`src/design/umd_dma_defs.vh`:
```
// Constants of the four-channel micro DMA engine.
// Assumes inclusion by umd_dma.v only.
`ifndef UMD_DMA_DEFS_VH
`define UMD_DMA_DEFS_VH

// ------------------------------------------------
// Register offsets (word index within a channel) and byte addresses
// ------------------------------------------------
`define UMD_OFS_SRC     2'h0
`define UMD_OFS_DST     2'h1
`define UMD_OFS_CNT     2'h2
`define UMD_OFS_VEC     2'h3
`define UMD_ADR_BURST   8'h80
`define UMD_ADR_STAT    8'h84
`define UMD_ADR_SOFT    8'h89

// ------------------------------------------------
// Field positions and codes
// ------------------------------------------------
`define UMD_VEC_MSB     7
`define UMD_MODE_LSB    8
`define UMD_MODE_MSB    12
`define UMD_VEC_FIRST   8'h0A
`define UMD_VEC_LAST    8'h33
`define UMD_SZ_BYTE     2'h0
`define UMD_SZ_WORD     2'h1
`define UMD_SZ_QUAD     2'h2
`define UMD_OP_DINC     3'h0
`define UMD_OP_DDEC     3'h1
`define UMD_OP_SINC     3'h2
`define UMD_OP_SDEC     3'h3
`define UMD_OP_FIX      3'h4
`define UMD_OP_CNT      3'h5

// ------------------------------------------------
// Levels, reset values and state counts
// ------------------------------------------------
`define UMD_DMA_LEVEL   3'h6
`define UMD_MASK_ALL    3'h7
`define UMD_RST_SOFT    4'h0
`define UMD_N_FETCH     3'h3
`define UMD_N_ACC       3'h2
`define UMD_N_EXTRA     3'h2
`define UMD_N_CNTMODE   3'h5

`endif

```
`src/design/umd_dma.v`:
```
// Four-channel micro DMA engine, interrupt or software started.
// Assumes one clock, synchronous inputs, a memory port that
// returns read data in the last state of a read phase.
//
// Decided for this implementation: the strobed register port.
`timescale 1ns/1ps
`include "umd_dma_defs.vh"

module umd_dma #(
    parameter NSRC = 42
) (
    input  wire        sys_clk,        // System clock
    input  wire        rst,            // Async reset, high
    input  wire [7:0]  reg_addr,       // Register byte address
    input  wire [31:0] reg_wdata,      // Register write data
    input  wire        reg_wr,         // Write strobe
    input  wire        reg_rd,         // Read strobe
    output reg  [31:0] reg_rdata_ff,   // Read data, next cycle
    input  wire [NSRC-1:0] int_flag,   // Source request flags
    output reg  [NSRC-1:0] flag_clr_ff,// Flag clear pulses
    output reg  [NSRC-1:0] ord_req_ff, // Ordinary requests
    input  wire [2:0]  cpu_mask_level, // CPU mask level
    input  wire        cpu_halt,       // CPU in halted standby
    output reg         dma_req_ff,     // DMA request to CPU
    output reg  [2:0]  dma_lvl_ff,     // Level of that request
    output reg  [3:0]  transfer_end_irq, // End pulses per channel
    output reg  [23:0] mem_addr_ff,    // Memory address
    output reg         mem_rd_ff,      // Memory read state
    output reg         mem_wr_ff,      // Memory write state
    output reg  [1:0]  mem_size_ff,    // Item size code
    output reg  [31:0] mem_wdata_ff,   // Memory write data
    input  wire [31:0] mem_rdata,      // Memory read data
    input  wire        src_bus8,       // Source area is 8 bit
    input  wire        dst_bus8        // Dest area is 8 bit
);

// ------------------------------------------------
// States
// ------------------------------------------------
localparam ST_IDLE  = 3'h0;
localparam ST_FETCH = 3'h1;
localparam ST_READ  = 3'h2;
localparam ST_DUMMY = 3'h3;
localparam ST_WRITE = 3'h4;
localparam ST_CNTM  = 3'h5;
localparam ST_END   = 3'h6;

// ------------------------------------------------
// Functions
// ------------------------------------------------
// Pointer step for a size code
function [31:0] step_of;
    input [1:0] sz;
    begin
        case (sz)
            `UMD_SZ_WORD: step_of = 32'h0000_0002;
            `UMD_SZ_QUAD: step_of = 32'h0000_0004;
            default:      step_of = 32'h0000_0001;
        endcase
    end
endfunction

// Access length: 2, plus 2 for 8-bit, odd non-byte or quad
function [2:0] acc_len;
    input [1:0] sz;
    input       bus8;
    input       odd;
    begin
        if (bus8 || (odd && sz != `UMD_SZ_BYTE) ||
            sz == `UMD_SZ_QUAD) begin
            acc_len = `UMD_N_ACC + `UMD_N_EXTRA;
        end else begin
            acc_len = `UMD_N_ACC;
        end
    end
endfunction

// ------------------------------------------------
// Registers
// ------------------------------------------------
reg [31:0] src_ff [0:3];
reg [31:0] dst_ff [0:3];
reg [15:0] cnt_ff [0:3];
reg [7:0]  vec_ff [0:3];
reg [4:0]  mode_ff [0:3];
reg [3:0]  burst_ff;
reg [3:0]  soft_ff;
reg [2:0]  st_ff;
reg [2:0]  ph_ff;
reg [1:0]  ch_ff;
reg        by_soft_ff;
reg [31:0] data_ff;

reg [3:0]      int_pend;
reg [NSRC-1:0] bound;
reg [5:0]      pend_src [0:3];
reg [3:0]      pend;
reg [1:0]      pick;
reg            grant;
reg [15:0]     nxt_cnt;
integer        i;
integer        k;
// Own loop index per process, one driver each
integer        m;
integer        n;

wire [1:0] sz_w   = mode_ff[ch_ff][1:0];
wire [2:0] op_w   = mode_ff[ch_ff][4:2];
wire [31:0] step_w = step_of(sz_w);
wire       wr_ch  = reg_wr && reg_addr[7:6] == 2'h0;
wire [1:0] wr_idx = reg_addr[5:4];
wire       busy_w = st_ff != ST_IDLE;

// ------------------------------------------------
// Request decode and arbitration
// ------------------------------------------------
// Map each vector to a source and find pending channels
always @* begin
    bound = {NSRC{1'b0}};
    for (i = 0; i < 4; i = i + 1) begin
        int_pend[i] = 1'b0;
        pend_src[i] = 6'h00;
        for (k = 0; k < NSRC; k = k + 1) begin
            // Vectors 0AH..33H select the 42 sources
            if (vec_ff[i] == `UMD_VEC_FIRST + k[7:0]) begin
                bound[k]    = 1'b1;
                pend_src[i] = k[5:0];
                int_pend[i] = int_flag[k];
            end
        end
    end
    pend = int_pend | soft_ff;
end

// Lowest channel wins, no request when masked or halted
always @* begin
    pick = 2'h0;
    for (m = 3; m >= 0; m = m - 1) begin
        if (pend[m]) begin
            pick = m[1:0];
        end
    end
    grant = (|pend) && cpu_mask_level != `UMD_MASK_ALL
            && !cpu_halt;
end

// Decremented count
always @* begin
    nxt_cnt = cnt_ff[ch_ff] - 16'h0001;
end

// ------------------------------------------------
// Service sequencer and register file
// ------------------------------------------------
always @(posedge sys_clk or posedge rst) begin
    if (rst) begin
        for (n = 0; n < 4; n = n + 1) begin
            src_ff[n]  <= 32'h0000_0000;
            dst_ff[n]  <= 32'h0000_0000;
            cnt_ff[n]  <= 16'h0000;
            vec_ff[n]  <= 8'h00;
            mode_ff[n] <= 5'h00;
        end
        burst_ff         <= 4'h0;
        soft_ff          <= `UMD_RST_SOFT;
        st_ff            <= ST_IDLE;
        ph_ff            <= 3'h0;
        ch_ff            <= 2'h0;
        by_soft_ff       <= 1'b0;
        data_ff          <= 32'h0000_0000;
        flag_clr_ff      <= {NSRC{1'b0}};
        ord_req_ff       <= {NSRC{1'b0}};
        dma_req_ff       <= 1'b0;
        dma_lvl_ff       <= 3'h0;
        transfer_end_irq <= 4'h0;
        mem_addr_ff      <= 24'h00_0000;
        mem_rd_ff        <= 1'b0;
        mem_wr_ff        <= 1'b0;
        mem_size_ff      <= 2'h0;
        mem_wdata_ff     <= 32'h0000_0000;
        reg_rdata_ff     <= 32'h0000_0000;
    end else begin
        flag_clr_ff      <= {NSRC{1'b0}};
        transfer_end_irq <= 4'h0;
        mem_rd_ff        <= 1'b0;
        mem_wr_ff        <= 1'b0;
        // Unbound sources go to the ordinary path
        ord_req_ff <= int_flag & ~bound;
        // Request at fixed level regardless of source level
        dma_req_ff <= grant && !busy_w;
        dma_lvl_ff <= (grant && !busy_w) ? `UMD_DMA_LEVEL : 3'h0;

        // Software register writes
        if (wr_ch) begin
            case (reg_addr[3:2])
                `UMD_OFS_SRC: src_ff[wr_idx] <= reg_wdata;
                `UMD_OFS_DST: dst_ff[wr_idx] <= reg_wdata;
                `UMD_OFS_CNT: cnt_ff[wr_idx] <= reg_wdata[15:0];
                default: begin
                    vec_ff[wr_idx]  <= reg_wdata[`UMD_VEC_MSB:0];
                    mode_ff[wr_idx] <=
                        reg_wdata[`UMD_MODE_MSB:`UMD_MODE_LSB];
                end
            endcase
        end
        if (reg_wr && reg_addr == `UMD_ADR_BURST) begin
            burst_ff <= reg_wdata[3:0];
        end

        case (st_ff)
            ST_IDLE: begin
                // Request rises on the edge the service starts
                if (grant && !dma_req_ff) begin
                    ch_ff      <= pick;
                    by_soft_ff <= !int_pend[pick];
                    if (int_pend[pick]) begin
                        // Clear the flag of the bound source
                        flag_clr_ff[pend_src[pick]] <= 1'b1;
                    end
                    st_ff <= ST_FETCH;
                    ph_ff <= `UMD_N_FETCH;
                end
            end
            ST_FETCH: begin
                // Three fetch states, then read or count mode
                if (ph_ff == 3'h1) begin
                    if (op_w == `UMD_OP_CNT) begin
                        st_ff <= ST_CNTM;
                        ph_ff <= `UMD_N_CNTMODE - `UMD_N_FETCH;
                    end else begin
                        st_ff <= ST_READ;
                        ph_ff <= acc_len(sz_w, src_bus8,
                                         src_ff[ch_ff][0]);
                    end
                end else begin
                    ph_ff <= ph_ff - 3'h1;
                end
            end
            ST_READ: begin
                // Item taken in the last read state
                mem_rd_ff   <= 1'b1;
                mem_size_ff <= sz_w;
                mem_addr_ff <= src_ff[ch_ff][23:0];
                if (ph_ff == 3'h1) begin
                    data_ff <= mem_rdata;
                    st_ff   <= ST_DUMMY;
                end else begin
                    ph_ff <= ph_ff - 3'h1;
                end
            end
            ST_DUMMY: begin
                // Address held from the last read state
                st_ff <= ST_WRITE;
                ph_ff <= acc_len(sz_w, dst_bus8, dst_ff[ch_ff][0]);
            end
            ST_WRITE: begin
                // Drive the item held since the read
                mem_wr_ff    <= 1'b1;
                mem_addr_ff  <= dst_ff[ch_ff][23:0];
                mem_wdata_ff <= data_ff;
                if (ph_ff == 3'h1) begin
                    st_ff <= ST_END;
                end else begin
                    ph_ff <= ph_ff - 3'h1;
                end
            end
            ST_CNTM: begin
                // Counter mode: no memory access
                if (ph_ff == 3'h1) begin
                    st_ff <= ST_END;
                end else begin
                    ph_ff <= ph_ff - 3'h1;
                end
            end
            ST_END: begin
                // Pointer update by mode and size
                case (op_w)
                    `UMD_OP_DINC:
                        dst_ff[ch_ff] <= dst_ff[ch_ff] + step_w;
                    `UMD_OP_DDEC:
                        dst_ff[ch_ff] <= dst_ff[ch_ff] - step_w;
                    `UMD_OP_SINC:
                        src_ff[ch_ff] <= src_ff[ch_ff] + step_w;
                    `UMD_OP_SDEC:
                        src_ff[ch_ff] <= src_ff[ch_ff] - step_w;
                    `UMD_OP_CNT:
                        src_ff[ch_ff] <= src_ff[ch_ff] + 32'h1;
                    default: ;
                endcase
                // Count down; 0000H wraps, giving 65536 items
                cnt_ff[ch_ff] <= nxt_cnt;
                if (by_soft_ff) begin
                    soft_ff[ch_ff] <= 1'b0;
                end
                if (nxt_cnt == 16'h0000) begin
                    transfer_end_irq[ch_ff] <= 1'b1;
                    vec_ff[ch_ff] <= 8'h00;
                    st_ff <= ST_IDLE;
                end else if (burst_ff[ch_ff] && !cpu_halt &&
                             cpu_mask_level != `UMD_MASK_ALL) begin
                    st_ff <= ST_FETCH;
                    ph_ff <= `UMD_N_FETCH;
                end else begin
                    st_ff <= ST_IDLE;
                end
            end
            default: st_ff <= ST_IDLE;
        endcase

        // Soft start: ones set, zeros do nothing; set beats clear
        if (reg_wr && reg_addr == `UMD_ADR_SOFT) begin
            for (n = 0; n < 4; n = n + 1) begin
                // Dropped on a channel busy with an interrupt start
                if (reg_wdata[n] && !(busy_w && ch_ff == n[1:0] &&
                                      !by_soft_ff)) begin
                    soft_ff[n] <= 1'b1;
                end
            end
        end

        // Read data one cycle after the strobe
        if (reg_rd) begin
            if (reg_addr[7:6] == 2'h0) begin
                case (reg_addr[3:2])
                    `UMD_OFS_SRC: reg_rdata_ff <= src_ff[reg_addr[5:4]];
                    `UMD_OFS_DST: reg_rdata_ff <= dst_ff[reg_addr[5:4]];
                    `UMD_OFS_CNT:
                        reg_rdata_ff <= {16'h0000, cnt_ff[reg_addr[5:4]]};
                    default: reg_rdata_ff <= {19'h00000,
                                mode_ff[reg_addr[5:4]],
                                vec_ff[reg_addr[5:4]]};
                endcase
            end else if (reg_addr == `UMD_ADR_BURST) begin
                reg_rdata_ff <= {28'h0000000, burst_ff};
            end else if (reg_addr == `UMD_ADR_STAT) begin
                reg_rdata_ff <= {24'h000000, busy_w, st_ff,
                                 by_soft_ff, 1'b0, ch_ff};
            end else if (reg_addr == `UMD_ADR_SOFT) begin
                reg_rdata_ff <= {28'h0000000, soft_ff};
            end else begin
                reg_rdata_ff <= 32'h0000_0000;
            end
        end else begin
            reg_rdata_ff <= 32'h0000_0000;
        end
    end
end

endmodule

```
`config.mk`:
```
export PLATFORM = sky130hd
export DESIGN_NAME = umd_dma
export DESIGN_NICKNAME = d
export VERILOG_FILES = /design/src/design/umd_dma.v
export VERILOG_INCLUDE_DIRS = /design/src /design/src/design
export SDC_FILE = /design/constraint.sdc
export NUM_CORES = 2
export LEC_CHECK = 0
export ABC_AREA = 1
export BUFFER_PORTS_ARGS = -buffer_cell sky130_fd_sc_hd__buf_2
export CELL_PAD_IN_SITES_DETAIL_PLACEMENT = 0
export CELL_PAD_IN_SITES_GLOBAL_PLACEMENT = 2
export CORE_MARGIN = 8
export CORE_UTILIZATION = 25
export CTS_CLUSTER_SIZE = 10
export DETAILED_ROUTE_END_ITERATION = 16
export GPL_TIMING_DRIVEN = 0
export PLACE_DENSITY_LB_ADDON = 0.1
export SLEW_MARGIN = 15
export SYNTH_ARGS = -nofsm -noshare
export SYNTH_HDL_FRONTEND = slang
export SYNTH_SLANG_ARGS = --single-unit
export TNS_END_PERCENT = 20
```
`constraint.sdc`:
```
create_clock -name sys_clk -period 16.9 [get_ports sys_clk]
set_input_delay 0.845 -clock sys_clk [delete_from_list [all_inputs] [get_ports sys_clk]]
set_output_delay 0.845 -clock sys_clk [all_outputs]
set_load 0.01 [all_outputs]
```
==> qor.log <==
qor: outcome.outcome finished, violations left
qor: outcome.failed_checks capacitance limit
qor: sta.fmax 87.0 MHz
qor: logic_synthesis.proportion_of_register_bits_with_asynchronous_set_or_reset_after_synthesis 100%
qor: sta.final_hold_viol_count 0
qor: worst_setup_path.maximum_fanout_along_the_worst_path 10
qor: logic_synthesis.synth_largest_area_cell sky130_fd_sc_hd__dfrtp_1
qor: global_routing.first_pass_grt_wire_length 367 mm
qor: logic_synthesis.synth-edff-count 0
qor: logic_synthesis.syn_avg_cell_area 6.96 sq um
qor: drt.wire_per_inst 31.4 microns
qor: global_routing.grt_pass1_vias 45200
qor: finish.fin_nets 6420
qor: logic_synthesis.synth_cell_area 0.0408 sq mm
qor: worst_setup_path.worst_ep_required_time 17.46 ns
qor: global_routing.met1_usage 38.0%
qor: clocking.cts_tree yes
qor: floorplanning.fp.dieH 420 microns
qor: finish.utilization 29.8%
qor: logic_synthesis.ys_seq_area_share 36.9%
qor: worst_setup_path.critical_path.max_stage_delay 0.85 ns
qor: drt.detailedRoute.firstIterationViolations 5258
qor: drt.wl 268 mm
qor: finish.layout.filler_cells 18300
qor: drt.ant_nets 0
qor: worst_setup_path.register_to_register_setup_slack 5.40 ns
qor: worst_setup_path.timing.critical_path.slowest_stage_cell sky130_fd_sc_hd__clkbuf_1
qor: sta.setup_ws 5.40 ns
qor: global_routing.grt.met2_usage 46.9%
qor: power_and_ir_drop.largest_voltage_drop_on_the_vdd_net 0.0000909 V
qor: power_and_ir_drop.power.leakage 22.0 nW
qor: drt.detailed_route_via_count 46500
qor: floorplanning.rows 148
qor: power_and_ir_drop.p_per_area 197 mW/mm^2
qor: sta.grt_setup_unrepaired no
qor: floorplanning.coreArea 0.162 sq mm
qor: placed_design.final_weighted_congestion_in_routability_driven_placement 0.962
qor: global_routing.gr-usage-met3 3.75%
qor: sta.final_setup_violation_count 0
qor: hold_path.hold_class input port to flop
qor: drt.post_drt_via_cell_ratio 5.46
qor: sta.fin_crit 11.50 ns
qor: global_routing.maximum_number_of_pins_on_one_net_before_global_route_repair 35
qor: clocking.cts-buffers-inserted 83
qor: sta.fin_crit_sh 68.0%
qor: finish.drive_gt1_share 8.98%
qor: placed_design.buffer_ports.inserted 304
qor: worst_setup_path.setup.worst_path.end_class flop
qor: global_routing.overflow 0
qor: floorplanning.initial_core_utilization 25.1%
qor: sta.tns 0 ns
qor: worst_setup_path.timing.setup.critical_path_class flop to flop
qor: logic_synthesis.synth.net_count 6006
qor: worst_setup_path.worst_setup_path_start_kind flop
qor: floorplanning.die_w 420 microns
qor: worst_setup_path.cp_data_arrival_time 12.06 ns
qor: logic_synthesis.ys_warn_count 0
qor: clocking.insertion_delay 0.72 ns
qor: clocking.htreeDepth 3
qor: global_routing.top_usage_layer met2
qor: logic_synthesis.synth_cells 5857
qor: sta.timing.final.max_slew_violations 0
qor: sta.relSlewSlack 0.566%
qor: sta.max_clock_skew 0.0370 ns
qor: clocking.cts_max_path_buffers 3
qor: floorplanning.die_area 0.176 sq mm
qor: logic_synthesis.netlist-cell-type-count 68
qor: clocking.postCtsSetupBuffers 0
qor: logic_synthesis.cell_types_occupying_the_most_area_after_synthesis sky130_fd_sc_hd__dfrtp_1 (37%), sky130_fd_sc_hd__nand2_1 (8.7%), sky130_fd_sc_hd__nor2_1 (7.9%)
qor: hold_path.timing.hold.worst.start mem_rdata[23]
qor: clocking.clk_sinks 602
qor: drt.drc 0
qor: clocking.clock-root-buffer sky130_fd_sc_hd__clkbuf_16
qor: global_routing.grt_usage 29.1%
qor: logic_synthesis.number_of_storage_elements_in_the_synthesis_netlist 602
qor: floorplanning.design.portCount 308
qor: worst_setup_path.worstReg2RegStart ch_ff[0]$_DFFE_PP0P_
qor: placed_design.place_ws 5.73 ns
qor: placed_design.half_perimeter_wire_length_of_the_detailed_placement_result 206 mm
qor: drt.first_pass_iters 6
qor: logic_synthesis.synth_top_flop_cell sky130_fd_sc_hd__dfrtp_1
qor: finish.syn2layout_area_growth 18.7%
qor: job.drv_cap 1
qor: sta.worst_slew_pin_slew 1.49 ns
qor: clocking.worst_setup_hold_path_clk_slew 0.07 ns
qor: worst_setup_path.cp-startpoint ch_ff[0]$_DFFE_PP0P_
qor: logic_synthesis.synth_top_area_share 36.9%
qor: global_routing.antenna_found_initial 17
-- critical path, delay by kind of cell, from the launching register on --
kind                       cells  cell delay, ns
adders and majority gates      2            0.95
AOI/OAI and AO/OA              6            1.52
and+or+nand+nor               14            2.70
buffers and inverters         11            5.63
DFF                            1            0.46
-- power breakdown --
part	leakage (nW)	total (mW)	internal, mW	switching (mW)
Clock	1.38	1.87	1.10	0.769
Sequential	7.45	2.25	1.91	0.342
Combinational	13.2	5.40	1.40	4.00
Total	22.0	9.52	4.41	5.11
-- logic make-up after synthesis --
family,share of synthesized area [%]
xor gates and xnor gates,1.70
AOI/OAI and AO/OA,27.0
adders and majority gates,0.841
and+or+nand+nor,22.7
muxes,0.270
other,0.00919
buffers and inverters,10.6
DFF,36.9
-- metrics by stage --
stage | total power, mW | instances | instance area (sq um) | hold WS [ns]
global route | 10.0 | 8510 | 48400 | 0.373
global placement | 7.55 | 8336 | 45000 | 0.464
CTS | 9.48 | 8509 | 48400 | 0.339
floorplan | 5.32 | 5857 | 40800 | 0.453
detailed placement | 7.57 | 8360 | 45600 | 0.471
finish | 9.52 | 8518 | 48400 | 0.395
-- state kept, by name, indices dropped and copies added (netlist names), 4 cells and up --
name              cells
dst_ff              128
src_ff              128
cnt_ff               64
flag_clr_ff          42
ord_req_ff           42
data_ff              32
mem_wdata_ff         32
reg_rdata_ff         32
vec_ff               32
mem_addr_ff          24
mode_ff              20
burst_ff              4
soft_ff               4
transfer_end_irq      4
-- layout by cell type, fill, tap and decap left out, types with 86 or more instances in the layout --
master	n
sky130_fd_sc_hd__buf_2	332
sky130_fd_sc_hd__a22oi_1	138
sky130_fd_sc_hd__nand2_1	941
sky130_fd_sc_hd__o221ai_1	92
sky130_fd_sc_hd__clkbuf_1	264
sky130_fd_sc_hd__inv_1	783
sky130_fd_sc_hd__o21a_1	130
sky130_fd_sc_hd__nor2_1	848
sky130_fd_sc_hd__o21ai_0	540
sky130_fd_sc_hd__clkbuf_16	86
sky130_fd_sc_hd__nand3_1	174
sky130_fd_sc_hd__o22ai_1	158
sky130_fd_sc_hd__dfrtp_1	602
sky130_fd_sc_hd__nor3_1	96
sky130_fd_sc_hd__a21oi_1	354
-- repair_timing --
item / 4_1_cts / 5_1_grt
hold buffers: 1 / 0
resized for setup: 0 / 0
setup endpoints to repair: 0 / 0
hold endpoints to repair: 2 / 0
-- layout make-up --
| cell class | count | area [sq um] | area share, % |
|---|---|---|---|
| Buffer | 314 | 1260 | 2.61 |
| Tap cell | 2175 | 2720 | 5.62 |
| Clock buffer | 126 | 2510 | 5.19 |
| Timing Repair Buffer | 329 | 2040 | 4.21 |
| Inverter | 821 | 3090 | 6.37 |
| Antenna cell | 9 | 22.5 | 0.0465 |
| Multi-Input combinational cell | 4120 | 21400 | 44.3 |
| Clock inverter | 22 | 275 | 0.569 |
| Sequential cell | 602 | 15100 | 31.1 |
-- final timing paths --
| kind | end | cells past startpoint |
|---|---|---|
| min in group asynchronous | transfer_end_irq[0]$_DFF_PP0_ | 3 |
| setup reg to reg | dst_ff[31]$_DFF_PP0_ | 33 |
| setup / recovery | dst_ff[31]$_DFF_PP0_ | 33 |
| max in group asynchronous | data_ff[8]$_DFFE_PP0P_ | 11 |
| hold / removal | data_ff[23]$_DFFE_PP0P_ | 3 |
| hold reg to reg | mem_wdata_ff[3]$_DFFE_PP0P_ | 2 |
-- synth_stat cells (75+ instances only) --
library cell / count
sky130_fd_sc_hd__a21oi_1: 354
sky130_fd_sc_hd__a22oi_1: 138
sky130_fd_sc_hd__o211ai_1: 75
sky130_fd_sc_hd__clkbuf_1: 254
sky130_fd_sc_hd__nor3_1: 97
sky130_fd_sc_hd__inv_1: 784
sky130_fd_sc_hd__nor2_1: 856
sky130_fd_sc_hd__o221ai_1: 93
sky130_fd_sc_hd__o21ai_0: 540
sky130_fd_sc_hd__nand3_1: 174
sky130_fd_sc_hd__dfrtp_1: 602
sky130_fd_sc_hd__o21a_1: 130
sky130_fd_sc_hd__nand2_1: 941
sky130_fd_sc_hd__o22ai_1: 158
-- metal layers --
metal | up-vias | part of all wire [%]
met4 | 4 | 6.4
met2 | 2058 | 46
met3 | 466 | 6.3
met1 | 23300 | 42
met5 | - | 0.010
li1 | 20800 | -
Power figures use the tool's default switching activity.
